<file path="config.mk">
export PLATFORM = sky130hd
export DESIGN_NAME = pssn_snooper
export DESIGN_NICKNAME = d
export VERILOG_FILES = /design/src/pssn_pkg.sv /design/src/pssn_snooper.sv
export SDC_FILE = /design/constraint.sdc
export NUM_CORES = 1
export LEC_CHECK = 0
export BUFFER_PORTS_ARGS = -buffer_cell sky130_fd_sc_hd__buf_2
export CAP_MARGIN = 20
export CORE_UTILIZATION = 35
export DETAILED_ROUTE_END_ITERATION = 6
export PLACE_DENSITY_LB_ADDON = 0.3
export SYNTH_ARGS = -nofsm -noshare
export SYNTH_HDL_FRONTEND = slang
export SYNTH_SLANG_ARGS = --single-unit
</file>
<file path="constraint.sdc">
create_clock -name clk -period 4.4 [get_ports clk]
set_input_delay 0.88 -clock clk [delete_from_list [all_inputs] [get_ports clk]]
set_output_delay 0.88 -clock clk [all_outputs]
set_load 0.02 [all_outputs]
</file>
<file path="src/pssn_pkg.sv">
// Purpose: constants and carriers for the power-state I/O snooper
// Assumes: byte-wide configuration access, 16-bit snooped I/O data
// Notes: trigger sets are seven bytes each, port/mask/value/access
package pssn_pkg;
  localparam logic [7:0] CFG_WIN_LO = 8'hd8;
  localparam logic [7:0] CFG_WIN_HI = 8'hf7;
  localparam logic [7:0] SET_POS_BASE = 8'hd8;
  localparam logic [7:0] SET_QS_BASE = 8'he0;
  localparam logic [7:0] SET_DS_BASE = 8'he8;
  localparam logic [7:0] SET_STR_BASE = 8'hf0;
  // byte offsets inside one set
  localparam logic [2:0] FLD_PORT_LO = 3'h0;
  localparam logic [2:0] FLD_PORT_HI = 3'h1;
  localparam logic [2:0] FLD_MASK_LO = 3'h2;
  localparam logic [2:0] FLD_MASK_HI = 3'h3;
  localparam logic [2:0] FLD_VAL_LO = 3'h4;
  localparam logic [2:0] FLD_VAL_HI = 3'h5;
  localparam logic [2:0] FLD_ACC = 3'h6;
  localparam logic [7:0] CFG_POWER_CTL = 8'h7a;
  localparam int PORT_ACCESS_EN_BIT = 6;
  localparam logic [15:0] IO_POWER_CTL_PORT = 16'h0022;
  localparam int ARBITER_DISABLE_BIT = 0;
  localparam logic [1:0] ACC_READ = 2'h1;
  localparam logic [1:0] ACC_WRITE = 2'h2;
  localparam logic [1:0] ACC_BOTH = 2'h3;
  localparam logic [15:0] TRIG_RESET = 16'h0000;
  localparam logic [7:0] BYTE_RESET = 8'h00;
  localparam int NUM_ATTR_REGS = 7;
  localparam logic [7:0] ATTR_BASE = 8'h50;
  localparam int NUM_SETS = 4;

  // index order of trigger sets and of request bits
  typedef enum logic [1:0] {
    PS_QUICK_START,
    PS_DEEP_SLEEP,
    PS_RAM_SUSPEND,
    PS_POWERED_SUSPEND
  } pssn_state_t;

  typedef struct packed {
    logic valid;
    logic write;
    logic [15:0] addr;
    logic [15:0] data;
  } pssn_io_t;

  typedef struct packed {
    logic valid;
    logic write;
    logic [7:0] addr;
    logic [7:0] wdata;
  } pssn_cfg_t;

  typedef struct packed {
    logic [15:0] port;
    logic [15:0] mask;
    logic [15:0] value;
    logic [7:0] access;
  } pssn_trig_t;
endpackage : pssn_pkg

</file>
<file path="src/pssn_snooper.sv">
// Purpose: power-state trigger snooper for host I/O cycles
// Assumes: config and I/O cycles are one-cycle strobes on clk
// Notes: state lives in always-on flops, so sleep never loses it
// Summary of operation
// - configuration state other than the attribute bytes survives sleep and suspend
// - suspend-to-RAM resets seven memory attribute registers
// - trigger registers decoded at config D8-F7h
// - quick start set at E0-E6h
// - deep sleep set at E8-EEh
// - suspend-to-RAM set at F0-F6h
// - powered suspend set at D8-DEh
// - address must match exactly
// - compare only data bits where mask set
// - masked data equals masked expected value
// - access select zero disables snooper
// - 01h reads only, 02h writes only
// - port 22h bit 0 disables bus arbiter
// - self refresh internal, only with clocks stopped
`timescale 1ns/1ps
module pssn_snooper
  import pssn_pkg::*;
#(
  parameter int NumSets = NUM_SETS,
  parameter int NumAttrRegs = NUM_ATTR_REGS
)
(
  input wire logic clk,
  input wire logic reset,
  input wire pssn_cfg_t cfgReq,
  input wire pssn_io_t ioCycle,
  input wire logic memClocksStopped,
  output logic [7:0] cfgRdata,
  output logic cfgHit,
  output logic [NumSets-1:0] transitionReq,
  output logic arbiterDisable,
  output logic selfRefresh,
  output logic [8*NumAttrRegs-1:0] memoryAttributeRegs
);
  // self refresh tracking; rearmed means a new request came mid-refresh
  typedef enum logic [1:0] {
    SR_IDLE,
    SR_ARMED,
    SR_REFRESH,
    SR_REARMED
  } pssn_refresh_t;

  // fields pack per set in byte order: port, mask, value, access
  logic [NumSets-1:0] setSel;
  logic [7:0] setRd [NumSets];
  logic [7:0] powerCtlCfg_reg, powerCtlCfg_next;
  logic [7:0] attr_reg [NumAttrRegs];
  logic [7:0] attr_next [NumAttrRegs];
  logic arbDis_reg, arbDis_next;
  logic selfRef_reg, selfRef_next;
  pssn_refresh_t refresh_reg, refresh_next;
  logic [NumSets-1:0] req_reg, req_next;
  logic [NumSets-1:0] match;
  logic [7:0] rdata_reg, rdata_next;
  logic hit_reg, hit_next;
  logic portAccessEn;
  logic ioPortHit;
  logic deepMatch;

  // each set has a fixed base and request bit, so the count is fixed
  if (NumSets != NUM_SETS) begin : g_bad_sets
    $error("trigger set count must be four");
  end
  // more bytes would run past the attribute block
  if (NumAttrRegs < 1 || NumAttrRegs > 8) begin : g_bad_attr
    $error("attribute register count out of range");
  end

  assign portAccessEn = powerCtlCfg_reg[PORT_ACCESS_EN_BIT];
  assign ioPortHit = ioCycle.valid && portAccessEn &&
                     (ioCycle.addr == IO_POWER_CTL_PORT);

  function automatic logic [7:0] setBase(input int idx);
    case (idx)
      0: setBase = SET_QS_BASE;
      1: setBase = SET_DS_BASE;
      2: setBase = SET_STR_BASE;
      default: setBase = SET_POS_BASE;
    endcase
  endfunction : setBase

  // per-set decode, registers and comparator
  for (genvar s = 0; s < NumSets; s++) begin : g_set
    pssn_trig_t trig_reg, trig_next;
    logic [7:0] off;
    logic [2:0] fld;
    logic sel;
    logic [7:0] rd;
    logic accOk;
    logic [1:0] acc;

    assign off = cfgReq.addr - setBase(s);
    assign fld = off[2:0];
    // eighth byte of each set is a gap, never a field
    assign sel = cfgReq.valid && off[7:3] == 5'h00 && fld <= FLD_ACC;
    assign setSel[s] = sel;
    assign setRd[s] = rd;

    always_comb begin
      trig_next = trig_reg;
      case (fld)
        FLD_PORT_LO: rd = trig_reg.port[7:0];
        FLD_PORT_HI: rd = trig_reg.port[15:8];
        FLD_MASK_LO: rd = trig_reg.mask[7:0];
        FLD_MASK_HI: rd = trig_reg.mask[15:8];
        FLD_VAL_LO: rd = trig_reg.value[7:0];
        FLD_VAL_HI: rd = trig_reg.value[15:8];
        FLD_ACC: rd = trig_reg.access;
        default: rd = BYTE_RESET;
      endcase
      if (sel && cfgReq.write) begin
        case (fld)
          FLD_PORT_LO: trig_next.port[7:0] = cfgReq.wdata;
          FLD_PORT_HI: trig_next.port[15:8] = cfgReq.wdata;
          FLD_MASK_LO: trig_next.mask[7:0] = cfgReq.wdata;
          FLD_MASK_HI: trig_next.mask[15:8] = cfgReq.wdata;
          FLD_VAL_LO: trig_next.value[7:0] = cfgReq.wdata;
          FLD_VAL_HI: trig_next.value[15:8] = cfgReq.wdata;
          FLD_ACC: trig_next.access = cfgReq.wdata;
          default: trig_next = trig_reg;
        endcase
      end
    end

    // only reset clears the set; sleep leaves it alone
    always_ff @(posedge clk) begin
      if (reset) begin
        trig_reg <= '{TRIG_RESET, TRIG_RESET, TRIG_RESET, BYTE_RESET};
      end else begin
        trig_reg <= trig_next;
      end
    end

    // upper access bits are ignored
    assign acc = trig_reg.access[1:0];
    always_comb begin
      case (acc)
        ACC_READ: accOk = !ioCycle.write;
        ACC_WRITE: accOk = ioCycle.write;
        ACC_BOTH: accOk = 1'b1;
        default: accOk = 1'b0;
      endcase
    end
    assign match[s] = ioCycle.valid && accOk &&
        (ioCycle.addr == trig_reg.port) &&
        ((ioCycle.data & trig_reg.mask) ==
         (trig_reg.value & trig_reg.mask));
  end

  // config readback, power control byte and attribute bytes
  always_comb begin
    for (int a = 0; a < NumAttrRegs; a++) attr_next[a] = attr_reg[a];
    powerCtlCfg_next = powerCtlCfg_reg;
    rdata_next = BYTE_RESET;
    hit_next = 1'b0;
    if (cfgReq.valid && cfgReq.addr == CFG_POWER_CTL) begin
      hit_next = 1'b1;
      if (cfgReq.write) powerCtlCfg_next = cfgReq.wdata;
      else rdata_next = powerCtlCfg_reg;
    end
    for (int a = 0; a < NumAttrRegs; a++) begin
      if (cfgReq.valid && cfgReq.addr == ATTR_BASE + 8'(a)) begin
        hit_next = 1'b1;
        if (cfgReq.write) attr_next[a] = cfgReq.wdata;
        else rdata_next = attr_reg[a];
      end
    end
    // gaps inside D8-F7h claim the cycle and read as zero
    if (cfgReq.valid && cfgReq.addr >= CFG_WIN_LO &&
        cfgReq.addr <= CFG_WIN_HI) begin
      hit_next = 1'b1;
    end
    // writes answer zero so a stale field never leaks out
    for (int s = 0; s < NumSets; s++) begin
      if (setSel[s]) begin
        hit_next = 1'b1;
        rdata_next = cfgReq.write ? BYTE_RESET : setRd[s];
      end
    end
    // attribute clear lands after any same-cycle write
    if (match[PS_RAM_SUSPEND]) begin
      for (int a = 0; a < NumAttrRegs; a++) begin
        attr_next[a] = BYTE_RESET;
      end
    end
  end

  // reset clears these flops, a suspend-to-RAM match also clears the attribute bytes; sleep leaves them alone
  always_ff @(posedge clk) begin
    if (reset) begin
      for (int a = 0; a < NumAttrRegs; a++) attr_reg[a] <= BYTE_RESET;
      powerCtlCfg_reg <= BYTE_RESET;
      rdata_reg <= BYTE_RESET;
      hit_reg <= 1'b0;
    end else begin
      attr_reg <= attr_next;
      powerCtlCfg_reg <= powerCtlCfg_next;
      rdata_reg <= rdata_next;
      hit_reg <= hit_next;
    end
  end

  // request pulses and the arbiter bit
  always_comb begin
    req_next = match;
    arbDis_next = arbDis_reg;
    if (ioPortHit && ioCycle.write) begin
      arbDis_next = ioCycle.data[ARBITER_DISABLE_BIT];
    end
  end

  always_ff @(posedge clk) begin
    if (reset) begin
      req_reg <= '0;
      arbDis_reg <= 1'b0;
    end else begin
      req_reg <= req_next;
      arbDis_reg <= arbDis_next;
    end
  end

  // any state deeper than quick start may stop the memory clocks
  assign deepMatch = match[PS_RAM_SUSPEND] || match[PS_DEEP_SLEEP] ||
                     match[PS_POWERED_SUSPEND];

  // entry stays armed until the memory clocks really stop
  always_comb begin
    refresh_next = refresh_reg;
    case (refresh_reg)
      SR_IDLE: begin
        if (deepMatch) refresh_next = SR_ARMED;
      end
      SR_ARMED: begin
        if (memClocksStopped) refresh_next = SR_REFRESH;
      end
      SR_REFRESH: begin
        if (!memClocksStopped) begin
          refresh_next = deepMatch ? SR_ARMED : SR_IDLE;
        end else if (deepMatch) begin
          refresh_next = SR_REARMED;
        end
      end
      SR_REARMED: begin
        if (!memClocksStopped) refresh_next = SR_ARMED;
      end
      default: refresh_next = SR_IDLE;
    endcase
    selfRef_next = (refresh_next == SR_REFRESH) ||
                   (refresh_next == SR_REARMED);
  end

  always_ff @(posedge clk) begin
    if (reset) begin
      refresh_reg <= SR_IDLE;
      selfRef_reg <= 1'b0;
    end else begin
      refresh_reg <= refresh_next;
      selfRef_reg <= selfRef_next;
    end
  end

  for (genvar a = 0; a < NumAttrRegs; a++) begin : g_attr
    assign memoryAttributeRegs[8*a +: 8] = attr_reg[a];
  end

  assign cfgRdata = rdata_reg;
  assign cfgHit = hit_reg;
  assign transitionReq = req_reg;
  assign arbiterDisable = arbDis_reg;
  assign selfRefresh = selfRef_reg;
endmodule : pssn_snooper

</file>
# --- After elaboration in Yosys (flattened, before gate mapping) ---
# Index checks and enable logic that the tools add are counted.
word_totals:
  inputBits: 55
  word_cells: 257
  output_inout_bits: 71
  register_bits: 305
op_classes:
  magnitude_cmp: 6
  addsub: 4
  mux: 52
  n_reduce_logical: 87
  n_eq_ne: 58
  bitwise: 8
op_table:
  columns: ["operator", "n"]
  rows:
  - ["one-hot mux 8 bit (7 select lines)", 4]
  - ["two-way mux 8 bit", 24]
  - ["AND 16 bit", 8]
  - ["== test 16 bit", 8]
  - ["AND reduction 2 bit", 36]
  - ["== test 8 x 7 -> 1 bit (second input constant)", 8]
  - ["logical AND 1 bit", 37]
  - ["== test 3 bit (second input constant)", 12]
  - ["subtractor 8 bit (second input constant)", 4]
  - ["== test 2 bit (second input constant)", 12]
  - ["== test 3 x 2 -> 1 bit (second input constant)", 8]
  - ["logical NOT 5 bit", 4]
  - ["== test 16 x 6 -> 1 bit (second input constant)", 1]
  - ["two-way mux 1 bit", 14]
  - ["== test 3 x 1 -> 1 bit (second input constant)", 4]
  - ["<= comparator 3 bit (second input constant)", 4]
  - ["logical NOT 3 bit", 4]
  - ["one-hot mux 1 bit (3 select lines)", 4]
  - ["== test 2 x 1 -> 1 bit (second input constant)", 5]
  - ["two-way mux 2 bit", 5]
  - [">= comparator 8 bit (second input constant)", 1]
  - ["<= comparator 8 bit (second input constant)", 1]
  - ["one-hot mux 2 bit (4 select lines)", 1]
  - ["logical OR 1 bit", 3]
  - ["other kinds (3)", 3]

# --- Logic depth before layout (Yosys ltp) ---
# Gate-level depths: netlist of run 1.
logic_depth:
  word_depth: 21
  mapped_depth: 10
  depth_no_buf: 8

# --- Worst setup path before layout of run 1 ---
# Ideal clock, no wire load.
synth_timing:
  path_kind: "input to register"
  startpoint: "input cfgReq[12] (netlist bit)"
  endpoint: "register g_set[1].trig_reg[14] (netlist bit)"
  setup_time_ns: 0.128
  t_arrival_ns: 2.857
  cell_stages: 8
  path_slack_ns: 1.416
  t_required_ns: 4.272
  path_buffers: 0
  path_cell_list: "inv_1 > ha_1 > or4_4 > a21oi_4 > nand4_4 > nor4_4 > mux2i_1 > nor2_1"
synth_between:
  elab_chain_cells: 6
synth_lines:
  columns: ["item", "line_no", "text"]
  rows:
  - ["start: declaration", "pssn_snooper.sv:29", "input wire pssn_cfg_t cfgReq,"]
  - ["subtractor 8 bit", "pssn_snooper.sv:96", "assign off = cfgReq.addr - setBase(s);"]
  - ["logical NOT 5 bit", "pssn_snooper.sv:99", "assign sel = cfgReq.valid && off[7:3] == 5'h00 && fld <= FLD_ACC;"]
  - ["logical AND 1 bit (2 in a row)", "pssn_snooper.sv:99", null]
  - ["logical AND 1 bit", "pssn_snooper.sv:115", "if (sel && cfgReq.write) begin"]
  - ["AND reduction 2 bit (no line)", null, null]
  - ["end signal: assignment", "pssn_snooper.sv:132", "trig_reg <= '{TRIG_RESET, TRIG_RESET, TRIG_RESET, BYTE_RESET};"]
  - ["end signal: assignment", "pssn_snooper.sv:134", "trig_reg <= trig_next;"]
  - ["end: declaration", "pssn_snooper.sv:88", "pssn_trig_t trig_reg, trig_next;"]
# Every way passes these cells.
# A chain may end at the register's enable or synchronous reset.

# --- Worst setup path after layout of run 1 ---
layout_timing:
  startpoint: "input cfgReq[9] (netlist bit)"
  endpoint: "register rdata_reg[3], in the netlist cfgRdata[3]"
layout_between:
  elab_chain_cells: 21
  word_cells_on_any_way: 91
  cone_classes: "add/sub (4); order compare (4); eq/ne (32); mux (27); reduce/logical (24)"
layout_lines:
  columns: ["item", "line_no", "text"]
  rows:
  - ["== test 8 x 7 -> 1 bit", "pssn_snooper.sv:160", "if (cfgReq.valid && cfgReq.addr == CFG_POWER_CTL) begin"]
  - ["logical AND 1 bit", "pssn_snooper.sv:160", null]
  - ["two-way mux 8 bit", "pssn_snooper.sv:160", null]
  - ["two-way mux 8 bit", "pssn_snooper.sv:168", "if (cfgReq.write) attr_next[a] = cfgReq.wdata;"]
  - ["two-way mux 8 bit", "pssn_snooper.sv:166", "if (cfgReq.valid && cfgReq.addr == ATTR_BASE + 8'(a)) begin"]
  - ["two-way mux 8 bit", "pssn_snooper.sv:168", null]
  - ["two-way mux 8 bit", "pssn_snooper.sv:166", null]
  - ["two-way mux 8 bit", "pssn_snooper.sv:168", null]
  - ["(+3 left out)", null, null]
  - ["two-way mux 8 bit", "pssn_snooper.sv:168", null]
  - ["two-way mux 8 bit", "pssn_snooper.sv:166", null]
  - ["two-way mux 8 bit", "pssn_snooper.sv:168", null]
  - ["two-way mux 8 bit", "pssn_snooper.sv:166", null]
  - ["two-way mux 8 bit", "pssn_snooper.sv:168", null]
  - ["two-way mux 8 bit", "pssn_snooper.sv:166", null]
  - ["two-way mux 8 bit (3 in a row)", "pssn_snooper.sv:179", "if (setSel[s]) begin"]
  - ["two-way mux 8 bit *", "pssn_snooper.sv:179", null]
  - ["end signal: assignment", "pssn_snooper.sv:202", "rdata_reg <= rdata_next;"]
  - ["end: declaration", "pssn_snooper.sv:58", "logic [7:0] rdata_reg, rdata_next;"]
# Every way passes the cells marked *; elsewhere a longest branch is shown, timed or not.

==> impl_metrics.json, run 1 <==
{
  "outcome": "finished with violations",
  "failed_checks": "DRC",
  "fin_worst_skew_ps": 20.0,
  "finalPower_mw": 6.41,
  "hold_slack_ps": 470,
  "drt_first_pass_iters": 7,
  "post_synth_inst_count": 1897,
  "share_of_the_core_filled_with_cells_in_the_final_layout_pct": 41.3,
  "num-nets-final": 1992,
  "antennaDiodeCount": 0,
  "synthesis.yosys.warnings": 0,
  "postSynthRegisterBits": 305,
  "post_drt_via_cell_ratio": 5.99,
  "cts.root.buffer_cell": "clkbuf_16",
  "worst-endpoint-required_ps": 4780,
  "ir_worst_vdd_mv": 0.205,
  "detailedPlace.worstSlack_ps": 922,
  "number_of_flip_flops_in_the_largest_register": 216,
  "post_cts_setup_repair_buffer_count": 0,
  "setup.worst_path.start_class": "primary input",
  "grtUsageTotal_pct": 27.1,
  "clkLatencyLatePin_ps": 540,
  "criticalPathCategory": "primary input to register",
  "syn_area_mm2": 0.0156,
  "use_met1_pct": 36.8,
  "slew-limit-headroom_pct": 16.0,
  "via_count_of_the_first_global_routing_pass": 14163,
  "cts-htree-levels": 2,
  "layout.filler_cells": 4416,
  "globalplace.congestion": 0.963,
  "drv_slew": 0,
  "ff_to_ff_start": "g_set[2].trig_reg[53]",
  "cap_violations": 0,
  "maximum_achievable_frequency_ghz": 0.329,
  "async_flop_share_pct": 0,
  "die_y_um": 213,
  "grt-ovfl-total": 0,
  "start_util_pct": 35.8,
  "synth.cells.most_frequent": "305 x dfxtp_1, 273 x nand2_1, 251 x a21oi_1, 229 x nand3_1, 128 x xor2_1",
  "arrival_ps": 3430,
  "clk_path_buf_depth": 3,
  "synth.largest_area_cell": "dfxtp_1",
  "hp-class": "register to register",
  "seq_area_frac_synth_pct": 39.1,
  "timing.critical_path.to_type": "register",
  "grt_use_met2_pct": 41.1,
  "io-pin-count": 126,
  "static-leakage-power_nw": 6.59,
  "detailed_place_hpwl_um": 41900,
  "multi_input_comb_area_mm2": 0.00881,
  "route.detailed.wl_per_inst_um": 24.6,
  "detail_route.drc_violations": 1,
  "start_point_of_the_worst_hold_path": "g_set[2].trig_reg[2]",
  "worst_slack_ps": 1360,
  "first_pass_grt_wire_length_um": 91700,
  "post_route_cells_drive_above_1_share_pct": 15.2,
  "detailroute.via_count": 15239,
  "cts_tree": "built",
  "grt_start_max_net_pins": 117,
  "row_count": 76,
  "port_buffers": 125,
  "cts_num_sinks": 305,
  "hold_violations": 0,
  "crit_path_cell_trace": "buf_4 > nor2b_2 > buf_4 > a2bb2oi_1 > a21oi_1 > a21oi_1 > o22a_1 > o211ai_1",
  "post-place-cells": 2479,
  "worstPathMaxFanout": 32,
  "design_area_mm2": 0.0180,
  "initial_antenna_violation_count": 0,
  "total_nets_after_synthesis": 1955,
  "synth_top_cells_by_area": "dfxtp_1 39%, a21oi_1 8.1%, mux2i_1 7.4%",
  "worst_pin_slew_ps": 1250,
  "use_met3_pct": 4.65,
  "cpPeakStageDelay_ps": 830,
  "power_density_mw_per_mm2": 356,
  "setup_tns_ps": 0,
  "worst-path-buf-inv": 2,
  "design.die.area_mm2": 0.0454,
  "cts-resized-gates": 0,
  "timing.final.crit_period_ps": 3040,
  "synth_edf_count": 0,
  "syn2layout_area_growth_pct": 15.3,
  "final_cells": 2543,
  "design.core.area_mm2": 0.0436,
  "crit_family": "compound AO/OA/AOI/OAI gates",
  "synthesized_area_per_cell_um2": 8.23,
  "synth.distinct_cells": 68,
  "remaining_antenna_violation_count": 0,
  "register_area_mm2": 0.00611,
  "dpl-instance-area_mm2": 0.0167,
  "totalWireLength_um": 62600,
  "critPathLaunch": "cfgReq[9]",
  "crit_path_top_delay_cell": "nor2b_2",
  "synthMostInstantiatedCell": "dfxtp_1",
  "cts_buffers": 37,
  "synth_flop_cell": "dfxtp_1",
  "cts_hold_buffers": 0,
  "grt.busiest_layer": "met2",
  "setup_repair_after_global_routing_missed_its_margin": "no",
  "clk_pin_slew_worst_paths_ps": 60,
  "min_period_over_period_pct": 69.2,
  "drt_iter0_drc": 1897,
  "dieWidth_um": 213,
  "finalSetupViolCount": 0,
  "yosysTopAreaCellShare_pct": 39.1
}
where the power goes:
group | switching [mW] | total (mW) | internal, mW
Sequential | 0.00194 | 2.77 | 2.76
Clock | 1.22 | 3.15 | 1.93
Combinational | 0.383 | 0.497 | 0.113
layout make-up:
class / instances / area share (%)
clock buffer: 57 / 6.47
clock inverter: 6 / 0.466
inverter: 11 / 0.229
multi-input combinational: 1405 / 49.0
sequential: 305 / 33.9
tap: 585 / 4.07
timing repair buffer: 174 / 5.88
per-layer routing:
layer / wire (µm) / vias up
met4: 3300 / 0
met1: 25600 / 7383
met3: 6140 / 182
met5: 0 / -
li1: - / 6808
met2: 27500 / 866
cells in the final DEF, fill, tap and decap left out, types with 13 or more instances in the layout:
cell type  instances
nand2_1          273
nor2_1           101
o22ai_1           17
dfxtp_1          305
clkbuf_8          13
buf_4             47
a21oi_1          251
nor4_1            22
mux4_2            15
clkbuf_16         39
xor2_1           128
mux2_2            24
buf_2            122
a22oi_1           49
mux2i_1          116
nand3_1          229
path summary, 6_finish.rpt:
path | end | slack (ps) | cells past startpoint
worst max-delay path | cfgRdata[3] | 1360 | 8
worst min-delay path | g_set[2].trig_reg[2] | 470 | 2
worst max register to register | memoryAttributeRegs[37] | 1950 | 7
worst min register to register | g_set[2].trig_reg[2] | 470 | 2
worst reg2reg max path, stage by stage, from the launching register on:
cell	delay (ps)
dfxtp_1	350
xor2_1	170
nor4_1	410
nand4_1	140
nor4_1	600
or2_2	270
buf_12	240
a21oi_1	140
logic make-up after synthesis:
logic type      after synthesis  share of synthesized area [%]
flops                       305                           39.1
simple gates                698                           20.8
buf+inv                     187                           4.75
xor+xnor                    128                           7.18
fa+ha+maj                     3                          0.241
mux                         155                           11.3
compound gates              421                           16.5
Note: power is estimated with default switching activity, not from simulation.
==> inputs of run 2 (changes only) <==
- ABC_AREA: default -> 1
- clock period: 4.4 -> 2.5 ns (I/O delays scaled with it)
==> run 2 against run 1 <==
The flow still finishes with violations (DRC). Clock skew fell by 3.1 ps. Worst hold slack worse by 230 ps. Register-to-register slack worse by 1600 ps. Area after synthesis rose by 0.48%. Total power is 79% higher. Critical endpoint is now cfgRdata[5]. Via count is 14% higher. Worst setup slack got worse by 1100 ps. Combinational power is 80% higher. Largest cell class unchanged. Count of clock-buffer cells in the layout shrank 10. First-iteration DRC count is 1.6% lower. Non-clock buffer count rose by 60.
==> impl_metrics.json, run 2 <==
{
  "finalSetupViolCount": 0,
  "port_buffers": 125,
  "worstPathMaxFanout": 8,
  "drt_first_pass_iters": 7,
  "crit_path_top_delay_cell": "nor2_2",
  "criticalPathCategory": "primary input to register",
  "seq_area_frac_synth_pct": 38.9,
  "worst_slack_ps": 268,
  "setup.worst_path.start_class": "primary input",
  "route.detailed.wl_per_inst_um": 22.7,
  "power_density_mw_per_mm2": 613,
  "worstRegToRegCells": 10,
  "hp-class": "primary input to register",
  "post_drt_via_cell_ratio": 5.69,
  "cts_num_sinks": 305,
  "detailroute.via_count": 17367,
  "min_period_over_period_pct": 89.3,
  "detailedPlace.worstSlack_ps": -493,
  "synth_top_cells_by_area": "dfxtp_1 39%, a21oi_1 11%, nand2_1 9.2%",
  "clk_path_buf_depth": 3,
  "worst-endpoint-required_ps": 3010,
  "setup_repair_after_global_routing_missed_its_margin": "no",
  "cts.root.buffer_cell": "clkbuf_16",
  "remaining_antenna_violation_count": 0,
  "worst-path-buf-inv": 3,
  "critical_path_depth": 14,
  "leading_cell_type_in_the_layout_fill_and_taps_excluded": "nand2_1",
  "design.die.area_mm2": 0.0457,
  "ir_worst_vdd_mv": 0.416,
  "worst_pin_slew_ps": 765,
  "synth.largest_area_cell": "dfxtp_1",
  "synth.distinct_cells": 48,
  "synthesis.yosys.warnings": 0,
  "fin_worst_skew_ps": 16.9,
  "via_count_of_the_first_global_routing_pass": 16041,
  "grt-ovfl-total": 0,
  "syn2layout_area_growth_pct": 19.4,
  "synthesized_area_per_cell_um2": 6.81,
  "cts-htree-levels": 2,
  "multi_input_comb_area_mm2": 0.00792,
  "cts_buffers": 37,
  "yosysTopAreaCellShare_pct": 38.9,
  "failed_checks": "DRC",
  "die_y_um": 214,
  "leading_cell_types_in_the_layout_fill_and_taps_excluded": "385 x nand2_1, 355 x a21oi_1, 305 x dfxtp_1",
  "arrival_ps": 2740,
  "syn_area_mm2": 0.0157,
  "hold_slack_ps": 242,
  "crit_family": "simple AND/OR/NAND/NOR gates",
  "post_route_cells_drive_above_1_share_pct": 13.9,
  "synth.cells.most_frequent": "386 x nand2_1, 355 x a21oi_1, 305 x dfxtp_1, 260 x inv_1, 258 x o21ai_0",
  "start_util_pct": 35.5,
  "share_of_the_core_filled_with_cells_in_the_final_layout_pct": 42.4,
  "register_area_mm2": 0.00611,
  "timing.final.crit_period_ps": 2230,
  "antennaDiodeCount": 0,
  "grt_start_max_net_pins": 173,
  "design.core.area_mm2": 0.0442,
  "total_nets_after_synthesis": 2360,
  "ff_to_ff_start": "g_set[2].acc[0]",
  "layout.filler_cells": 4632,
  "post_synth_inst_count": 2302,
  "cap_violations": 0,
  "drt_iter0_drc": 1867,
  "globalplace.congestion": 1.00,
  "postSynthRegisterBits": 305,
  "totalWireLength_um": 69500,
  "timing.hold.worst_endpoint": "refresh_reg[1]",
  "cpPeakStageDelay_ps": 370,
  "number_of_flip_flops_in_the_largest_register": 216,
  "num-nets-final": 2493,
  "clkLatencyLatePin_ps": 570,
  "first_pass_grt_wire_length_um": 102000,
  "detailed_place_hpwl_um": 50500,
  "outcome": "finished with violations",
  "cts_tree": "built",
  "rr_endpoint": "memoryAttributeRegs[45]",
  "crit_top_cell": "nand2_1",
  "synth_flop_cell": "dfxtp_1",
  "initial_antenna_violation_count": 0,
  "start_point_of_the_worst_hold_path": "memClocksStopped",
  "row_count": 77,
  "io-pin-count": 126,
  "hold_violations": 0,
  "async_flop_share_pct": 0,
  "detail_route.drc_violations": 1,
  "clk_pin_slew_worst_paths_ps": 70,
  "maximum_achievable_frequency_ghz": 0.448,
  "slew-limit-headroom_pct": 49.0,
  "r2r_setup_slack_ps": 340,
  "synthMostInstantiatedCell": "nand2_1",
  "synth_edf_count": 0,
  "post_cts_setup_repair_buffer_count": 0,
  "timing.critical_path.to_type": "register",
  "drv_slew": 0,
  "static-leakage-power_nw": 7.18,
  "grtUsageTotal_pct": 30.2,
  "hold_path_depth": 3,
  "crit_path_cell_trace": "buf_2 > buf_4 > ha_1 > o21ai_0 > nand4_1 > nor2_1 > nand2_1 > nor2_2 > o21ai_0 > nand3_1 > nand2_1 > nand3_1 > nand2_1 > inv_1",
  "dieWidth_um": 214
}
run 2: cell types whose count changed after synthesis, sizes merged, moves of 48 or more:
cell and change:
inv +261, a21oi +103, o22ai +48, mux2i -116, nand2 +115, clkbuf -53, o21ai +262, nand3 -66
xor2 -117
run 2: cells by family (layout without fill, tap and decap cells):
logic type | after synthesis | count (layout) | share of synthesized area, %
xor+xnor | 14 | 14 | 0.782
simple gates | 808 | 808 | 23.4
flops | 305 | 305 | 38.9
buf+inv | 414 | 574 | 10.6
compound gates | 758 | 758 | 26.1
fa+ha+maj | 3 | 3 | 0.239
run 2: worst min-delay path, cell delays in order:
cell    delay [ps]
buf_2          100
inv_1           90
nor3_1          60
run 2: worst max path at each step:
stage | startpoint | to | slack (ps)
final | cfgReq[13] | cfgRdata[5] | 270
after global placement | cfgReq[13] | cfgRdata[5] | -560
after CTS | cfgReq[13] | cfgRdata[5] | 70
after global routing | cfgReq[13] | cfgRdata[0] | 120
after detailed placement | cfgReq[13] | cfgRdata[5] | -490
after floorplan | cfgReq[13] | cfgRdata[2] | 520
run 2: per-stage QoR:
| stage | TNS, ps | power [mW] | instance area (µm²) | std cells |
|---|---|---|---|---|
| floorplan | 0 | 5.38 | 15700 | 2302 |
| global placement | -5000 | 5.84 | 17500 | 2988 |
| detailed placement | -9240 | 5.84 | 17500 | 2988 |
| CTS | 0 | 11.5 | 18700 | 3054 |
| global route | 0 | 11.7 | 18700 | 3054 |
| finish | 0 | 11.5 | 18700 | 3054 |
run 2: metal layers:
layer  part of all wire [%]  global-route usage (%)  wire, µm
met4                    4.9                    15.1      3430
met1                     42                    40.2     29100
met3                    9.1                    5.40      6310
met2                     44                    46.7     30600
met5                      0                       0         0
run 2: report_power, final:
group	switching (mW)	internal, mW
logic	0.669	0.228
registers	0.00412	4.87
clock network	2.30	3.42
run 2: final cells by class:
type	instances	area share (%)
well taps	592	3.96
clock buffers	47	5.46
flip-flops and latches	305	32.6
multi-input cells	1583	42.3
clock inverters	19	1.25
repair buffers	234	8.91
inverters	274	5.51
run 2: what timing repair did:
action	in CTS	in global routing
endpoints found under the setup margin	0	1
hold endpoints to repair	0	0
hold buffers	0	0
gates resized for setup	0	1
==> inputs of run 3 (changes only) <==
- ABC_CLOCK_PERIOD_IN_PS: default -> 2500
- PLACE_DENSITY: default -> 0.59
- PLACE_DENSITY_LB_ADDON: 0.3 -> default
==> run 3 against run 2 <==
The flow now finishes without violations. Count of clock-buffer cells in the layout stayed put. Global-route usage is 0.50 points higher. Critical path depth is 3 higher. Total power is 0.30% lower. Wire length is 1.5% higher. Non-clock buffer count is 1 lower. Fmax is 7.1% higher. First-iteration DRC count is 22% higher. Clock skew is 15 ps higher. Cell count hardly changed. Worst setup slack better by 150 ps.
==> impl_metrics.json, run 3 (synthesis gave the netlist of run 2 again) <==
{
  "outcome": "complete, no violations",
  "maximum_achievable_frequency_ghz": 0.480,
  "dpl-instance-area_mm2": 0.0175,
  "swShare_pct": 25.8,
  "worst_pin_slew_ps": 760,
  "route.detailed.wl_per_inst_um": 23.1,
  "remaining_antenna_violation_count": 0,
  "leading_cell_types_in_the_layout_fill_and_taps_excluded": "385 x nand2_1, 355 x a21oi_1, 305 x dfxtp_1",
  "hp-class": "primary input to register",
  "finalSetupViolCount": 0,
  "antennaDiodeCount": 0,
  "register_area_mm2": 0.00611,
  "detailed_place_hpwl_um": 51700,
  "detailedPlace.worstSlack_ps": -119,
  "static-leakage-power_nw": 7.18,
  "leading_cell_type_in_the_layout_fill_and_taps_excluded": "nand2_1",
  "worst_slack_ps": 416,
  "ir_worst_vdd_mv": 0.515,
  "detail_route.drc_violations": 0,
  "setup_repair_after_global_routing_missed_its_margin": "no",
  "post_drt_via_cell_ratio": 5.74,
  "grt_start_max_net_pins": 127,
  "dieWidth_um": 214,
  "design_area_mm2": 0.0188,
  "cts-htree-levels": 2,
  "clk_path_buf_depth": 3,
  "worst-endpoint-required_ps": 2960,
  "syn2layout_area_growth_pct": 19.7,
  "globalplace.congestion": 1.04,
  "post-place-cells": 2987,
  "cap_violations": 0,
  "start_util_pct": 35.5,
  "drt_first_pass_iters": 6,
  "io-pin-count": 126,
  "drt_iter0_drc": 2273,
  "post_route_cells_drive_above_1_share_pct": 13.7,
  "grtUsageTotal_pct": 30.7,
  "criticalPathCategory": "primary input to register",
  "arrival_ps": 2550,
  "clk_pin_slew_worst_paths_ps": 60,
  "first_pass_grt_wire_length_um": 104000,
  "cts-resized-gates": 0,
  "cts_hold_buffers": 0,
  "detailroute.via_count": 17536,
  "share_seq_of_total_power_pct": 42.5,
  "multi_input_comb_area_mm2": 0.00792,
  "num-nets-final": 2492,
  "layout.filler_cells": 4618,
  "timing.final.crit_period_ps": 2080,
  "hold_violations": 0,
  "p_int_mw": 8.49,
  "cts_num_sinks": 305,
  "cts_tree": "built",
  "setup_tns_ps": 0,
  "initial_antenna_violation_count": 0,
  "power_density_mw_per_mm2": 610,
  "fin_worst_skew_ps": 31.5,
  "design.core.area_mm2": 0.0442,
  "post_cts_setup_repair_buffer_count": 0,
  "slew-limit-headroom_pct": 49.3,
  "hold_slack_ps": 224,
  "design.die.area_mm2": 0.0457,
  "setup.worst_path.start_class": "primary input",
  "relative_contribution_of_the_clock_network_to_total_power_pct": 49.7,
  "final_cells": 3053,
  "row_count": 77,
  "power.combinational.fraction_pct": 7.8,
  "totalWireLength_um": 70500,
  "cts_buffers": 37,
  "clkLatencyLatePin_ps": 570,
  "number_of_flip_flops_in_the_largest_register": 216,
  "via_count_of_the_first_global_routing_pass": 15937,
  "port_buffers": 125,
  "min_period_over_period_pct": 83.4,
  "switching_power_mw": 2.96,
  "drv_slew": 0,
  "timing.critical_path.to_type": "register",
  "worstPathMaxFanout": 9,
  "share_of_the_core_filled_with_cells_in_the_final_layout_pct": 42.5,
  "finalPower_mw": 11.4,
  "grt-ovfl-total": 0,
  "die_y_um": 214,
  "cts.root.buffer_cell": "clkbuf_16"
}
[run 3: cell count changes in the layout (fill, tap and decap cells not counted), sizes merged]
cell | before | now
buf | 234 | 233
clkinvlp | 1 | 2
clkinv | 14 | 13
[run 3: per-layer routing]
metal  routed length [µm]  track usage, %  vias up
li1                     -               -     8135
met1                29900            42.9     8234
met2                29800            45.3      995
met3                 7450            6.14      172
met4                 3340            13.7        0
met5                    0               0        -
[run 3: final timing paths]
path / end / slack, ps / depth (start not counted) / start
worst max-delay path: cfgRdata[0] / 420 / 17 / cfgReq[12]
worst min-delay path: refresh_reg[1] / 220 / 3 / memClocksStopped
worst max register to register: memoryAttributeRegs[34] / 420 / 10 / g_set[2].acc[0]
worst min register to register: g_set[0].trig_reg[2] / 460 / 2 / g_set[0].trig_reg[2]
[run 3: final cells by class]
cell class	instances	share of cell area (%)
Clock buffer	47	5.40
Sequential cell	305	32.5
Tap cell	592	3.94
Multi-Input combinational cell	1583	42.2
Clock inverter	19	1.28
Inverter	274	5.49
Timing Repair Buffer	233	9.18
[run 3: critical path, stage by stage]
cell,delay (ps)
buf_2,130
ha_1,220
nand3_1,160
nor2_4,80
buf_12,140
nand2_1,140
inv_2,110
nand3_1,80
nand2_1,70
nor2_1,260
nand2_1,90
nand2_1,80
nand3_1,90
nand2_1,130
nand3_1,110
nand2_1,80
inv_1,40
[run 3: power by group through the flow]
stage | registers (mW) | logic, mW | clock network [mW]
after floorplan | 4.98 | 0.402 | 0
after global placement | 4.98 | 0.860 | 0
after detailed placement | 4.98 | 0.860 | 0
after CTS | 4.87 | 0.863 | 5.74
after global routing | 4.87 | 0.925 | 5.94
final | 4.87 | 0.893 | 5.69
